--- config.mk ---
export PLATFORM = sky130hd
export DESIGN_NAME = tdiv_timers_flat
export DESIGN_NICKNAME = d
export VERILOG_FILES = /design/src/pkg/tdiv_pkg.sv /design/src/pkg/tdiv_if.sv /design/src/hw/tdiv_timers.sv /design/src/flat_wrapper.sv
export SDC_FILE = /design/constraint.sdc
export NUM_CORES = 1
export LEC_CHECK = 0
export BUFFER_PORTS_ARGS = -buffer_cell sky130_fd_sc_hd__buf_2
export CORE_AREA = 2 2 201 203
export CTS_CLUSTER_SIZE = 28
export DETAILED_ROUTE_END_ITERATION = 7
export DIE_AREA = 0 0 203 205
export PLACE_DENSITY_LB_ADDON = 0.12
export SLEW_MARGIN = 5
export SYNTH_ARGS = -nofsm -noshare
export SYNTH_HDL_FRONTEND = slang
export SYNTH_SLANG_ARGS = --single-unit
--- constraint.sdc ---
create_clock -name ref_clk -period 5.9 [get_ports ref_clk]
set_input_delay 1.18 -clock ref_clk [delete_from_list [all_inputs] [get_ports ref_clk]]
set_output_delay 1.18 -clock ref_clk [all_outputs]
set_load 0.005 [all_outputs]
--- src/pkg/tdiv_pkg.sv ---
// Shared constants for the ten-channel reload divider block and its controller
package tdiv_pkg;
    localparam int NCH = 10;
    localparam int NFLAG = 7;
    // Device register offsets
    localparam logic [7:0] OFF_CSR = 8'ha0;
    localparam logic [7:0] OFF_PRESCALE = 8'ha1;
    localparam logic [7:0] OFF_CASCADE = 8'ha4;
    // Reload offsets, indexed by channel minus one
    localparam logic [7:0] RELOAD_OFF [NCH] = '{8'ha3, 8'ha5, 8'ha7, 8'ha9, 8'hab,
                                                8'had, 8'haf, 8'ha6, 8'ha8, 8'haa};
    // Field positions
    localparam int CSR_EN_BIT = 0;
    localparam int CSR_FLAG_LSB = 1;
    localparam int PRESCALE_HALF_BIT = 0;
    localparam int CASC_LSB = 2;
    localparam int PRIO_LSB = 0;
    // Reset values
    localparam logic [7:0] CSR_RST = 8'h00;
    localparam logic [7:0] PRESCALE_RST = 8'h01;
    localparam logic [7:0] CASCADE_RST = 8'h00;
    localparam logic [7:0] RELOAD_RST = 8'h00;
    // Shared interrupt table offset
    localparam logic [7:0] IRQ_VEC_OFF = 8'ha0;
    // Controller register offsets
    localparam logic [3:0] H_OFF_ADDR = 4'h0;
    localparam logic [3:0] H_OFF_WDATA = 4'h1;
    localparam logic [3:0] H_OFF_CMD = 4'h2;
    localparam logic [3:0] H_OFF_RESULT = 4'h3;
    localparam logic [3:0] H_OFF_STATUS = 4'h4;
    localparam logic [3:0] H_OFF_SEEN_LO = 4'h5;
    localparam logic [3:0] H_OFF_SEEN_HI = 4'h6;
    localparam int H_CMD_WR_BIT = 0;
    localparam int H_CMD_RD_BIT = 1;
endpackage : tdiv_pkg

--- src/pkg/tdiv_if.sv ---
// Link between the divider block and its controller and peripherals
interface tdiv_if;
    logic [7:0] io_addr;
    logic [7:0] io_wdata;
    logic io_wr;
    logic io_rd;
    logic [7:0] io_rdata;
    logic [tdiv_pkg::NCH-1:0] tick;
    logic irq_req;
    logic [1:0] irq_prio;

    modport dev (
        input io_addr,
        input io_wdata,
        input io_wr,
        input io_rd,
        output io_rdata,
        output tick,
        output irq_req,
        output irq_prio
    );
    modport host (
        output io_addr,
        output io_wdata,
        output io_wr,
        output io_rd,
        input io_rdata,
        input tick,
        input irq_req,
        input irq_prio
    );
endinterface : tdiv_if

--- src/hw/tdiv_timers.sv ---
// Ten auto-reload 8-bit divider channels with shared status and interrupt
//
// Behaviour
// - ten independent 8-bit countdown counters
// - divide input pulse rate by reload plus one
// - reload 0 to 255, zero divides by one
// - at zero, next pulse reloads instead of decrementing
// - one-clock outputs except reload 0 with an input pulse every clock (held high), cascade advances on pulse end
// - base clock is clock or clock halved
// - channels 2-7 may cascade from channel 1
// - channels 8-10 feed capture, PWM, decoder; no interrupts
// - channels 2-7 give serial port baud clocks
// - no pin output; channel 1 strobes ports
// - control bit 0 gates all ten counters
// - channels 1-7 set flags; status read clears
// - event during status read is never lost
// - one shared request from enabled set flags
// - status read withdraws the pending request
// - software handles every flag it sees set
// - priority 1-3 programmable; nonzero level enables
// - request dispatches through fixed table offset
// - software sets clocks, cascades, reloads, then enable
// - software sets vector, enables, then priority last
// - cascade bits 7:2, priority in bits 1:0
// - prescale bit 0 selects halved clock
// - status bits 7:1 write enables, read flags
module tdiv_timers #(
    parameter int NCH = tdiv_pkg::NCH
) (
    input wire logic ref_clk,
    input wire logic rst_n,
    tdiv_if.dev bus,
    output logic [7:0] irq_vector_offset
);
    localparam int NF = tdiv_pkg::NFLAG;

    // Register map as seen on the device bus
    // 0xa0 write: enables of channels 7..1 in 7:1, run in bit 0
    // 0xa0 read: terminal-count flags in 7:1, bit 0 reads zero
    // 0xa1 write: bit 0 set halves the base clock, halved after reset
    // 0xa4 write: cascade from channel 1 in 7:2, priority in 1:0
    // Reload values: ten write-only bytes at scattered offsets
    // Write-only and unmapped offsets read zero, so software keeps
    // its own copy of whatever it needs back

    // Timing, counted in clock edges after a strobe
    // Control writes take effect one edge after the strobe
    // A channel ticks one edge after the input pulse that wraps it
    // A flag sets one edge after its tick and holds until read
    // Read data stand one cycle after the strobe, zero otherwise
    // Limitations
    // Cascading only from channel 1; no chaining between others
    // Halved base restarts its phase whenever run drops

    // Control and status state
    logic [7:0] csr_q;
    logic [7:0] csr_d;
    logic [NF-1:0] flag_q;
    logic [NF-1:0] flag_d;
    logic [7:0] prescale_q;
    logic [7:0] prescale_d;
    logic [7:0] cascade_q;
    logic [7:0] cascade_d;
    // Base clock halving
    logic half_q;
    logic half_d;
    // Read path, one cycle behind the strobe
    logic [7:0] rdata_q;
    logic [7:0] rdata_d;
    // Channel ticks and the pulses that step each counter
    logic [NCH-1:0] pulse_q;
    logic [NCH-1:0] pulse_d;
    logic [NCH-1:0] in_pulse;

    // Address decode; strobes are single cycles and the bus never
    // waits, so a decode only matters in the strobe cycle itself
    wire logic sel_csr = bus.io_addr == tdiv_pkg::OFF_CSR;
    wire logic sel_pre = bus.io_addr == tdiv_pkg::OFF_PRESCALE;
    wire logic sel_casc = bus.io_addr == tdiv_pkg::OFF_CASCADE;
    wire logic wr_csr = bus.io_wr && sel_csr;
    wire logic rd_csr = bus.io_rd && sel_csr;
    wire logic wr_pre = bus.io_wr && sel_pre;
    wire logic wr_casc = bus.io_wr && sel_casc;

    // Base tick; the global enable gates every channel, cascaded ones included
    wire logic run = csr_q[tdiv_pkg::CSR_EN_BIT];
    wire logic halved = prescale_q[tdiv_pkg::PRESCALE_HALF_BIT];
    wire logic base_tick = run && (halved ? half_q : 1'b1);

    // Flags: a pulse in the read cycle sets after the read, set beats clear.
    // The read returns the flags as they stood before that edge, so an
    // event is either in the returned byte or waiting for the next read
    wire logic [NF-1:0] events = pulse_q[NF-1:0];
    assign flag_d = (flag_q & ~{NF{rd_csr}}) | events;

    // Control word keeps enables; status read never touches them
    // Bit 0 is the global run gate, bits 7:1 the interrupt enables
    assign csr_d = wr_csr ? bus.io_wdata : csr_q;

    // Read data: flags in 7:1, write-only and unmapped bytes read zero
    // Registered, so the answer stands exactly one cycle after the strobe
    assign rdata_d = (bus.io_rd && sel_csr) ? {flag_q, 1'b0} : 8'h00;

    // Shared request; cleared flags drop it, zero priority masks it.
    // One request serves all seven flags: a flag that sets while the
    // request stands raises no second one, and a flag cleared by a read
    // never requests again, so a handler must act on every bit it reads
    wire logic [1:0] prio = cascade_q[tdiv_pkg::PRIO_LSB +: 2];
    wire logic any_enabled = |(flag_q & csr_q[tdiv_pkg::CSR_FLAG_LSB +: NF]);
    assign bus.irq_req = any_enabled && (prio != 2'b00);
    assign bus.irq_prio = prio;
    assign bus.io_rdata = rdata_q;
    assign irq_vector_offset = tdiv_pkg::IRQ_VEC_OFF;

    // Outputs reach peripherals only, never a pin
    assign bus.tick = pulse_q;

    // Write-only controls; other offsets leave them alone
    assign prescale_d = wr_pre ? bus.io_wdata : prescale_q;
    assign cascade_d = wr_casc ? bus.io_wdata : cascade_q;

    // Halving phase; held low while stopped so a restart is predictable
    // Half rate gives a base tick on every other clock, the second first
    assign half_d = run ? ~half_q : 1'b0;

    // Control registers
    always_ff @(posedge ref_clk or negedge rst_n) begin
        if (!rst_n) begin
            csr_q <= tdiv_pkg::CSR_RST;
            flag_q <= '0;
            prescale_q <= tdiv_pkg::PRESCALE_RST;
            cascade_q <= tdiv_pkg::CASCADE_RST;
            rdata_q <= 8'h00;
        end else begin
            csr_q <= csr_d;
            flag_q <= flag_d;
            rdata_q <= rdata_d;
            prescale_q <= prescale_d;
            cascade_q <= cascade_d;
        end
    end

    // Halving divider flop
    always_ff @(posedge ref_clk or negedge rst_n) begin
        if (!rst_n) begin
            half_q <= 1'b0;
        end else begin
            half_q <= half_d;
        end
    end

    // All ticks in one register, so each is a flop output one cycle wide (held high for reload 0 with an input pulse every clock)
    // and a cascaded consumer steps at the edge that ends it
    always_ff @(posedge ref_clk or negedge rst_n) begin
        if (!rst_n) begin
            pulse_q <= '0;
        end else begin
            pulse_q <= pulse_d;
        end
    end

    // One channel per iteration; index i is channel i+1
    for (genvar i = 0; i < NCH; i++) begin : g_ch
        logic [7:0] reload_q;
        logic [7:0] reload_d;
        logic [7:0] cnt_q;
        logic [7:0] cnt_d;
        wire logic wr_rel = bus.io_wr && (bus.io_addr == tdiv_pkg::RELOAD_OFF[i]);
        wire logic at_zero = cnt_q == 8'h00;
        wire logic [7:0] cnt_dec = cnt_q - 8'h01;
        wire logic [7:0] cnt_next = at_zero ? reload_q : cnt_dec;

        // Channels 2-7 may take channel 1's pulse; it is consumed at the
        // edge that ends the pulse, i.e. its falling edge.
        // The cascade input is gated by run too, so a stop freezes all;
        // channels 1 and 8-10 always run from the base tick
        if (i >= 1 && i <= 6) begin : g_casc
            wire logic casc = cascade_q[tdiv_pkg::CASC_LSB + i - 1];
            assign in_pulse[i] = casc ? (run && pulse_q[0]) : base_tick;
        end else begin : g_base
            assign in_pulse[i] = base_tick;
        end

        // Reload holds a new value until the counter next wraps, so a
        // write never disturbs the count already under way
        assign reload_d = wr_rel ? bus.io_wdata : reload_q;

        // Next count: load at zero, else one down; frozen between pulses
        assign cnt_d = in_pulse[i] ? cnt_next : cnt_q;
        // Tick follows the input pulse that finds the counter at zero
        assign pulse_d[i] = in_pulse[i] && at_zero;

        // Reload register
        always_ff @(posedge ref_clk or negedge rst_n) begin
            if (!rst_n) begin
                reload_q <= tdiv_pkg::RELOAD_RST;
            end else begin
                reload_q <= reload_d;
            end
        end

        // Down counter
        always_ff @(posedge ref_clk or negedge rst_n) begin
            if (!rst_n) begin
                cnt_q <= 8'h00;
            end else begin
                cnt_q <= cnt_d;
            end
        end
    end
endmodule : tdiv_timers

--- src/flat_wrapper.sv ---
// flat-port wrapper written by rule: the top's interface ports become plain ports
module tdiv_timers_flat 
#(
    parameter int NCH = tdiv_pkg::NCH
)
  (ref_clk, rst_n, irq_vector_offset, bus_io_addr, bus_io_wdata, bus_io_wr, bus_io_rd, bus_io_rdata, bus_tick, bus_irq_req, bus_irq_prio);
  tdiv_if bus_i ();
  input wire logic ref_clk;
  input wire logic rst_n;
  output logic [7:0] irq_vector_offset;
  input wire logic [$bits(bus_i.io_addr)-1:0] bus_io_addr;
  input wire logic [$bits(bus_i.io_wdata)-1:0] bus_io_wdata;
  input wire logic [$bits(bus_i.io_wr)-1:0] bus_io_wr;
  input wire logic [$bits(bus_i.io_rd)-1:0] bus_io_rd;
  output wire logic [$bits(bus_i.io_rdata)-1:0] bus_io_rdata;
  output wire logic [$bits(bus_i.tick)-1:0] bus_tick;
  output wire logic [$bits(bus_i.irq_req)-1:0] bus_irq_req;
  output wire logic [$bits(bus_i.irq_prio)-1:0] bus_irq_prio;
  assign bus_i.io_addr = bus_io_addr;
  assign bus_i.io_wdata = bus_io_wdata;
  assign bus_i.io_wr = bus_io_wr;
  assign bus_i.io_rd = bus_io_rd;
  assign bus_io_rdata = bus_i.io_rdata;
  assign bus_tick = bus_i.tick;
  assign bus_irq_req = bus_i.irq_req;
  assign bus_irq_prio = bus_i.irq_prio;
  tdiv_timers #(.NCH(NCH)) u_core (.ref_clk(ref_clk), .rst_n(rst_n), .bus(bus_i), .irq_vector_offset(irq_vector_offset));
endmodule
# Yosys cells after proc, flatten, opt, wreduce, memory -nomap -nowiden
# Index checks and enable logic that the tools add are counted.
[op_classes]
muxes = 19
reduce_logical = 39
n_eq_ne = 13
bitwise = 5
add_sub_neg = 10
[ops]
columns = ["cell", "count"]
rows = [
  ["8-bit == test, second input constant", 13],
  ["8-bit 2-to-1 mux", 11],
  ["8-bit logical NOT", 10],
  ["8-bit by 1-bit subtractor with 8-bit output, second input constant", 10],
  ["1-bit logical AND", 27],
  ["7-bit AND", 2],
  ["1-bit 2-to-1 mux", 8],
  ["7-bit inverter", 1],
  ["7-bit OR", 1],
  ["7-bit OR reduction", 1],
  ["2-bit nonzero test", 1],
  ["1-bit inverter", 1],
]
[totals]
output_inout_bits = 29
regBits = 203
wordCells = 113
inputBits = 20

# Longest topological paths before layout
[logic_depth]
ltp_word = 5
ltp_mapped = 8

# Least setup slack after synthesis
# OpenSTA, ideal clock, no wires.
[synth_timing]
path_type = "input -> register"
startpoint = "in bus_io_addr[6]"
endpoint = "reg u_core.g_ch[9].reload_q[0]"
setup_ps = 125
required_ps = 5775
arrival_ps = 2536
cell_stages = 5
path_slack_ps = 3239
cell_sequence = "and4bb_2 > nand2_1 > or4_1 > clkbuf_1 > mux2_2"
[synth_between]
elab_chain_len = 2
[synth_rtl]
columns = ["item", "line", "text"]
rows = [
  ["start: declaration", "flat_wrapper.sv:11", "input wire logic [$bits(bus_i.io_addr)-1:0] bus_io_addr;"],
  ["8-bit == test", "tdiv_timers.sv:168", "wire logic wr_rel = bus.io_wr && (bus.io_addr == tdiv_pkg::RELOAD_OFF[i]);"],
  ["1-bit logical AND", "tdiv_timers.sv:168", ""],
  ["end signal: assignment", "tdiv_timers.sv:196", "reload_q <= tdiv_pkg::RELOAD_RST;"],
  ["end signal: assignment", "tdiv_timers.sv:198", "reload_q <= reload_d;"],
  ["end: declaration", "tdiv_timers.sv:164", "logic [7:0] reload_q;"],
]
# Every way passes these cells.
# A chain may end at the register's enable or synchronous reset.

# Worst setup path in the final report
[layout_timing]
startpoint = "reg u_core.flag_q[4]"
endpoint = "out bus_irq_req"
[layout_between]
elab_chain_len = 3
[layout_rtl]
columns = ["item", "line", "text"]
rows = [
  ["start: declaration", "tdiv_timers.sv:58", "logic [NF-1:0] flag_q;"],
  ["start signal: assignment", "tdiv_timers.sv:136", "flag_q <= flag_d;"],
  ["7-bit AND", "tdiv_timers.sv:109", "wire logic any_enabled = |(flag_q & csr_q[tdiv_pkg::CSR_FLAG_LSB +: NF]);"],
  ["7-bit OR reduction", "tdiv_timers.sv:109", ""],
  ["1-bit logical AND", "tdiv_timers.sv:110", "assign bus.irq_req = any_enabled && (prio != 2'b00);"],
  ["end: declaration", "flat_wrapper.sv:17", "output wire logic [$bits(bus_i.irq_req)-1:0] bus_irq_req;"],
]
# Every way passes these cells.

==> run_results.csv <==
group,metric,value,unit
power,power_frac_clock,31.3,%
power,p_sw_share,33.5,%
timing,min_period_over_period,48.7,%
clock_network,holdBufCountCts,0,
critical_path,arrival,1.69,ns
timing,slew_violations,0,
power,power_leakage,5.21,nW
timing,clock_skew,0.0194,ns
clock_network,max-clock-path-buffers,3,
timing,maxSlewHeadroom,26.9,%
layout,final_nets,942,
worst_hold_path,holdCritPathClass,"register to register",
worst_hold_path,hold_path_end,"u_core.half_q$_DFF_PN0_",
timing,post-route-min-period,2.87,ns
outcome,status,"finished, final reports clean",
clock_network,cts_tree,"yes",
clock_network,post-cts-setup-buffers,0,
timing,finalSetupViolations,0,
critical_path,path_class,"register to output pin",
timing,tns,0,ns
placement,place_hpwl,17300,microns
power,switchingPower,1.61,mW
routing,vias,6785,
layout,multi_input_area,4270,sq um
timing,rsz0062_at_grt,"false",
synth,synth_seq_cells,202,
run,drv_cap,0,
grt,grt_overflow,0,
die,fp.dieW,203,microns
timing,whs,0.430,ns
clock_network,clock_sinks,202,
worst_hold_path,hold_start,"u_core.half_q$_DFF_PN0_",
clock_network,cts_resized,0,
clock_network,h-tree-depth,1,
synth,ys_seq_area_share,52.0,%
layout,final_common_cell,"dfrtp_1",
power,comb_power_share,26.9,%
routing,drtIter0Drc,358,
critical_path,r2r_setup_slack,3.34,ns
synth,yosys.cell_types.count,69,
placement,port-buffer-count,39,
critical_path,cp-start-kind,"register",
synth,avgSynthCellArea,11.1,sq um
power,intPower,3.20,mW
die,core,39400,sq um
grt,grt_pass1_wl,42100,microns
routing,avgRoutedWirePerCell,18.4,microns
critical_path,rr_endpoint,"u_core.g_ch[5].cnt_q[0]$_DFFE_PN0P_",
critical_path,r2r_start,"u_core.prescale_q[0]$_DFFE_PN1P_",
synth,syn_inst,875,
die,fp-row-count,73,
routing,drt-pass1-iter-count,5,
clock_network,numCtsBuffers,25,
grt,grt_max_degree,120,
critical_path,cp-end-kind,"output pin",
synth,syn_area,9720,sq um
layout,synthToLayoutAreaGrowth,15.3,%
timing,max_slew.worst_pin.slew,1.09,ns
synth,yosysWarnings,0,
power,powerDensity,429,nW/um^2
placement,place_congestion,0.721,
routing,avgViaCountPerCell,4.70,
layout,final_layout_size_suffix_gt1_share,21.2,%
worst_hold_path,hold_path_depth,1,
timing,fmax,348,MHz
clock_network,clock_latency,0.53,ns
routing,route.antenna.remaining_nets,0,
die,die_area,41600,sq um
die,start_util,24.7,%
power,pwr-share-seq,41.7,%
clock_network,clk_pin_slew,0.06,ns
critical_path,path_max_fanout,3,
grt,antenna_found_initial,5,
critical_path,worstPathRequired,4.72,ns
die,io_pins,49,
die,die_y,205,microns
grt,grt_pass1_vias,6758,
layout,seq_area,5060,sq um
layout,n_fill_cell,4068,
power,ir_drop,193,uV
routing,drc_errors,0,
routing,drt_wl_total,26500,microns
grt,grtUsageTotal,13.0,%
clock_network,clockRootBuffer,"clkbuf_16",
synth,synthArstFlopShare,100,%
synth,synth_ff_type,"dfrtp_1",
critical_path,r2r_cells,5,
layout,final_cell_mix,"201 x dfrtp_1, 100 x mux2_2, 55 x nor2_1, 49 x nand2_1, 46 x inv_1",
power,totalPowerFinal,4.81,mW
timing,hold_violations,0,
synth,synth-edff-count,0,
-- power groups by stage --
stage | combinational, mW | clock [mW] | sequential [mW]
floorplan | 1.05 | 0 | 1.92
global placement | 1.30 | 0 | 2.04
detailed placement | 1.30 | 0 | 2.03
CTS | 1.31 | 1.56 | 2.01
global route | 1.50 | 1.61 | 2.06
finish | 1.29 | 1.51 | 2.01
-- worst max-delay path by stage --
stage / from / endpoint / cells after the start
2_1_floorplan: bus_io_addr[6] / u_core.g_ch[9].reload_q[0]$_DFFE_PN0P_ / 5
3_3_place_gp: bus_io_addr[6] / u_core.g_ch[8].reload_q[4]$_DFFE_PN0P_ / 5
3_5_place_dp: bus_io_addr[6] / u_core.g_ch[8].reload_q[4]$_DFFE_PN0P_ / 5
4_1_cts: u_core.flag_q[4]$_DFF_PN0_ / bus_irq_req / 3
5_1_grt: u_core.flag_q[4]$_DFF_PN0_ / bus_irq_req / 3
6_report: u_core.flag_q[4]$_DFF_PN0_ / bus_irq_req / 3
-- metal layers --
metal | global-route usage (%) | part of all wire, % | vias up
met5 | 0 | 0 | -
li1 | - | - | 3248
met2 | 20.6 | 45 | 103
met3 | 1.81 | 3.4 | 37
met1 | 18.7 | 49 | 3397
met4 | 3.28 | 2.5 | 0
-- cells by family (layout without fill, tap and decap cells) --
family | after synthesis | count (layout) | synth area share (%)
AND/OR/NAND/NOR | 243 | 243 | 13.4
flip-flops | 202 | 202 | 52.0
AO/OA/AOI/OAI | 198 | 198 | 14.7
multiplexers | 113 | 113 | 12.9
buffers and inverters | 97 | 132 | 4.26
adder cells (fa/ha/maj) | 20 | 20 | 2.58
other | 2 | 11 | 0.0773
-- metrics by stage --
stage | utilization, % | cell area, sq um | worst slack, ns | instances
after floorplan | - | 9740 | 3.24 | 882
after global placement | 26.5 | 10400 | 2.79 | 1400
final | 28.5 | 11200 | 3.03 | 1444
after CTS | 28.5 | 11200 | 2.96 | 1442
after detailed placement | 26.5 | 10400 | 2.79 | 1400
after global routing | 28.5 | 11200 | 2.96 | 1442
-- area by class of cell --
class	instances	share of cell area (%)
Clock buffer	37	6.34
Timing Repair Buffer	44	2.28
Clock inverter	5	0.703
Multi-Input combinational cell	583	38.1
Tap cell	525	5.86
Sequential cell	202	45.1
Antenna cell	2	0.0447
Inverter	46	1.54
-- registers in the layout, indices dropped and copies added, names as in the netlist --
signal                cells
u_core.csr_q              8
u_core.prescale_q         1
u_core.g_ch.cnt_q        80
u_core.g_ch.reload_q     80
u_core.bus.tick          10
u_core.half_q             1
u_core.cascade_q          8
u_core.flag_q             7
u_core.bus.io_rdata       7
-- critical path, stage by stage (launching register included) --
cell      delay (ns)
dfrtp_1         0.43
a222oi_1        0.35
a31oi_1         0.21
buf_2           0.17
-- synth_stat cells, types with 5 or more instances --
| cell | instances | area share [%] |
|---|---|---|
| o211a_1 | 6 | 0.62 |
| o22ai_1 | 15 | 0.97 |
| nand2_1 | 49 | 1.9 |
| mux2_2 | 100 | 12 |
| o21a_1 | 6 | 0.46 |
| a2bb2oi_1 | 27 | 2.4 |
| buf_4 | 11 | 0.85 |
| a211oi_1 | 5 | 0.39 |
| clkbuf_1 | 38 | 1.5 |
| a221o_1 | 7 | 0.72 |
| nor2b_1 | 6 | 0.39 |
| and2_1 | 13 | 0.84 |
| nor2_1 | 55 | 2.1 |
| a21oi_1 | 33 | 1.7 |
| inv_1 | 46 | 1.8 |
| or3_1 | 21 | 1.4 |
| a31oi_1 | 9 | 0.58 |
| o22a_1 | 5 | 0.45 |
| o2bb2ai_1 | 12 | 1.1 |
| ha_1 | 20 | 2.6 |
| mux2i_1 | 13 | 1.3 |
| nand3_1 | 21 | 1.1 |
| or4_1 | 6 | 0.46 |
| a21o_1 | 7 | 0.54 |
| nand2b_1 | 17 | 1.1 |
| nor3_1 | 13 | 0.67 |
| o31ai_1 | 11 | 0.85 |
| nor4_1 | 8 | 0.52 |
| dfrtp_1 | 201 | 52 |
| o211ai_1 | 9 | 0.70 |
| o21ai_0 | 27 | 1.4 |
No activity file was read; power rests on OpenSTA's default activity.
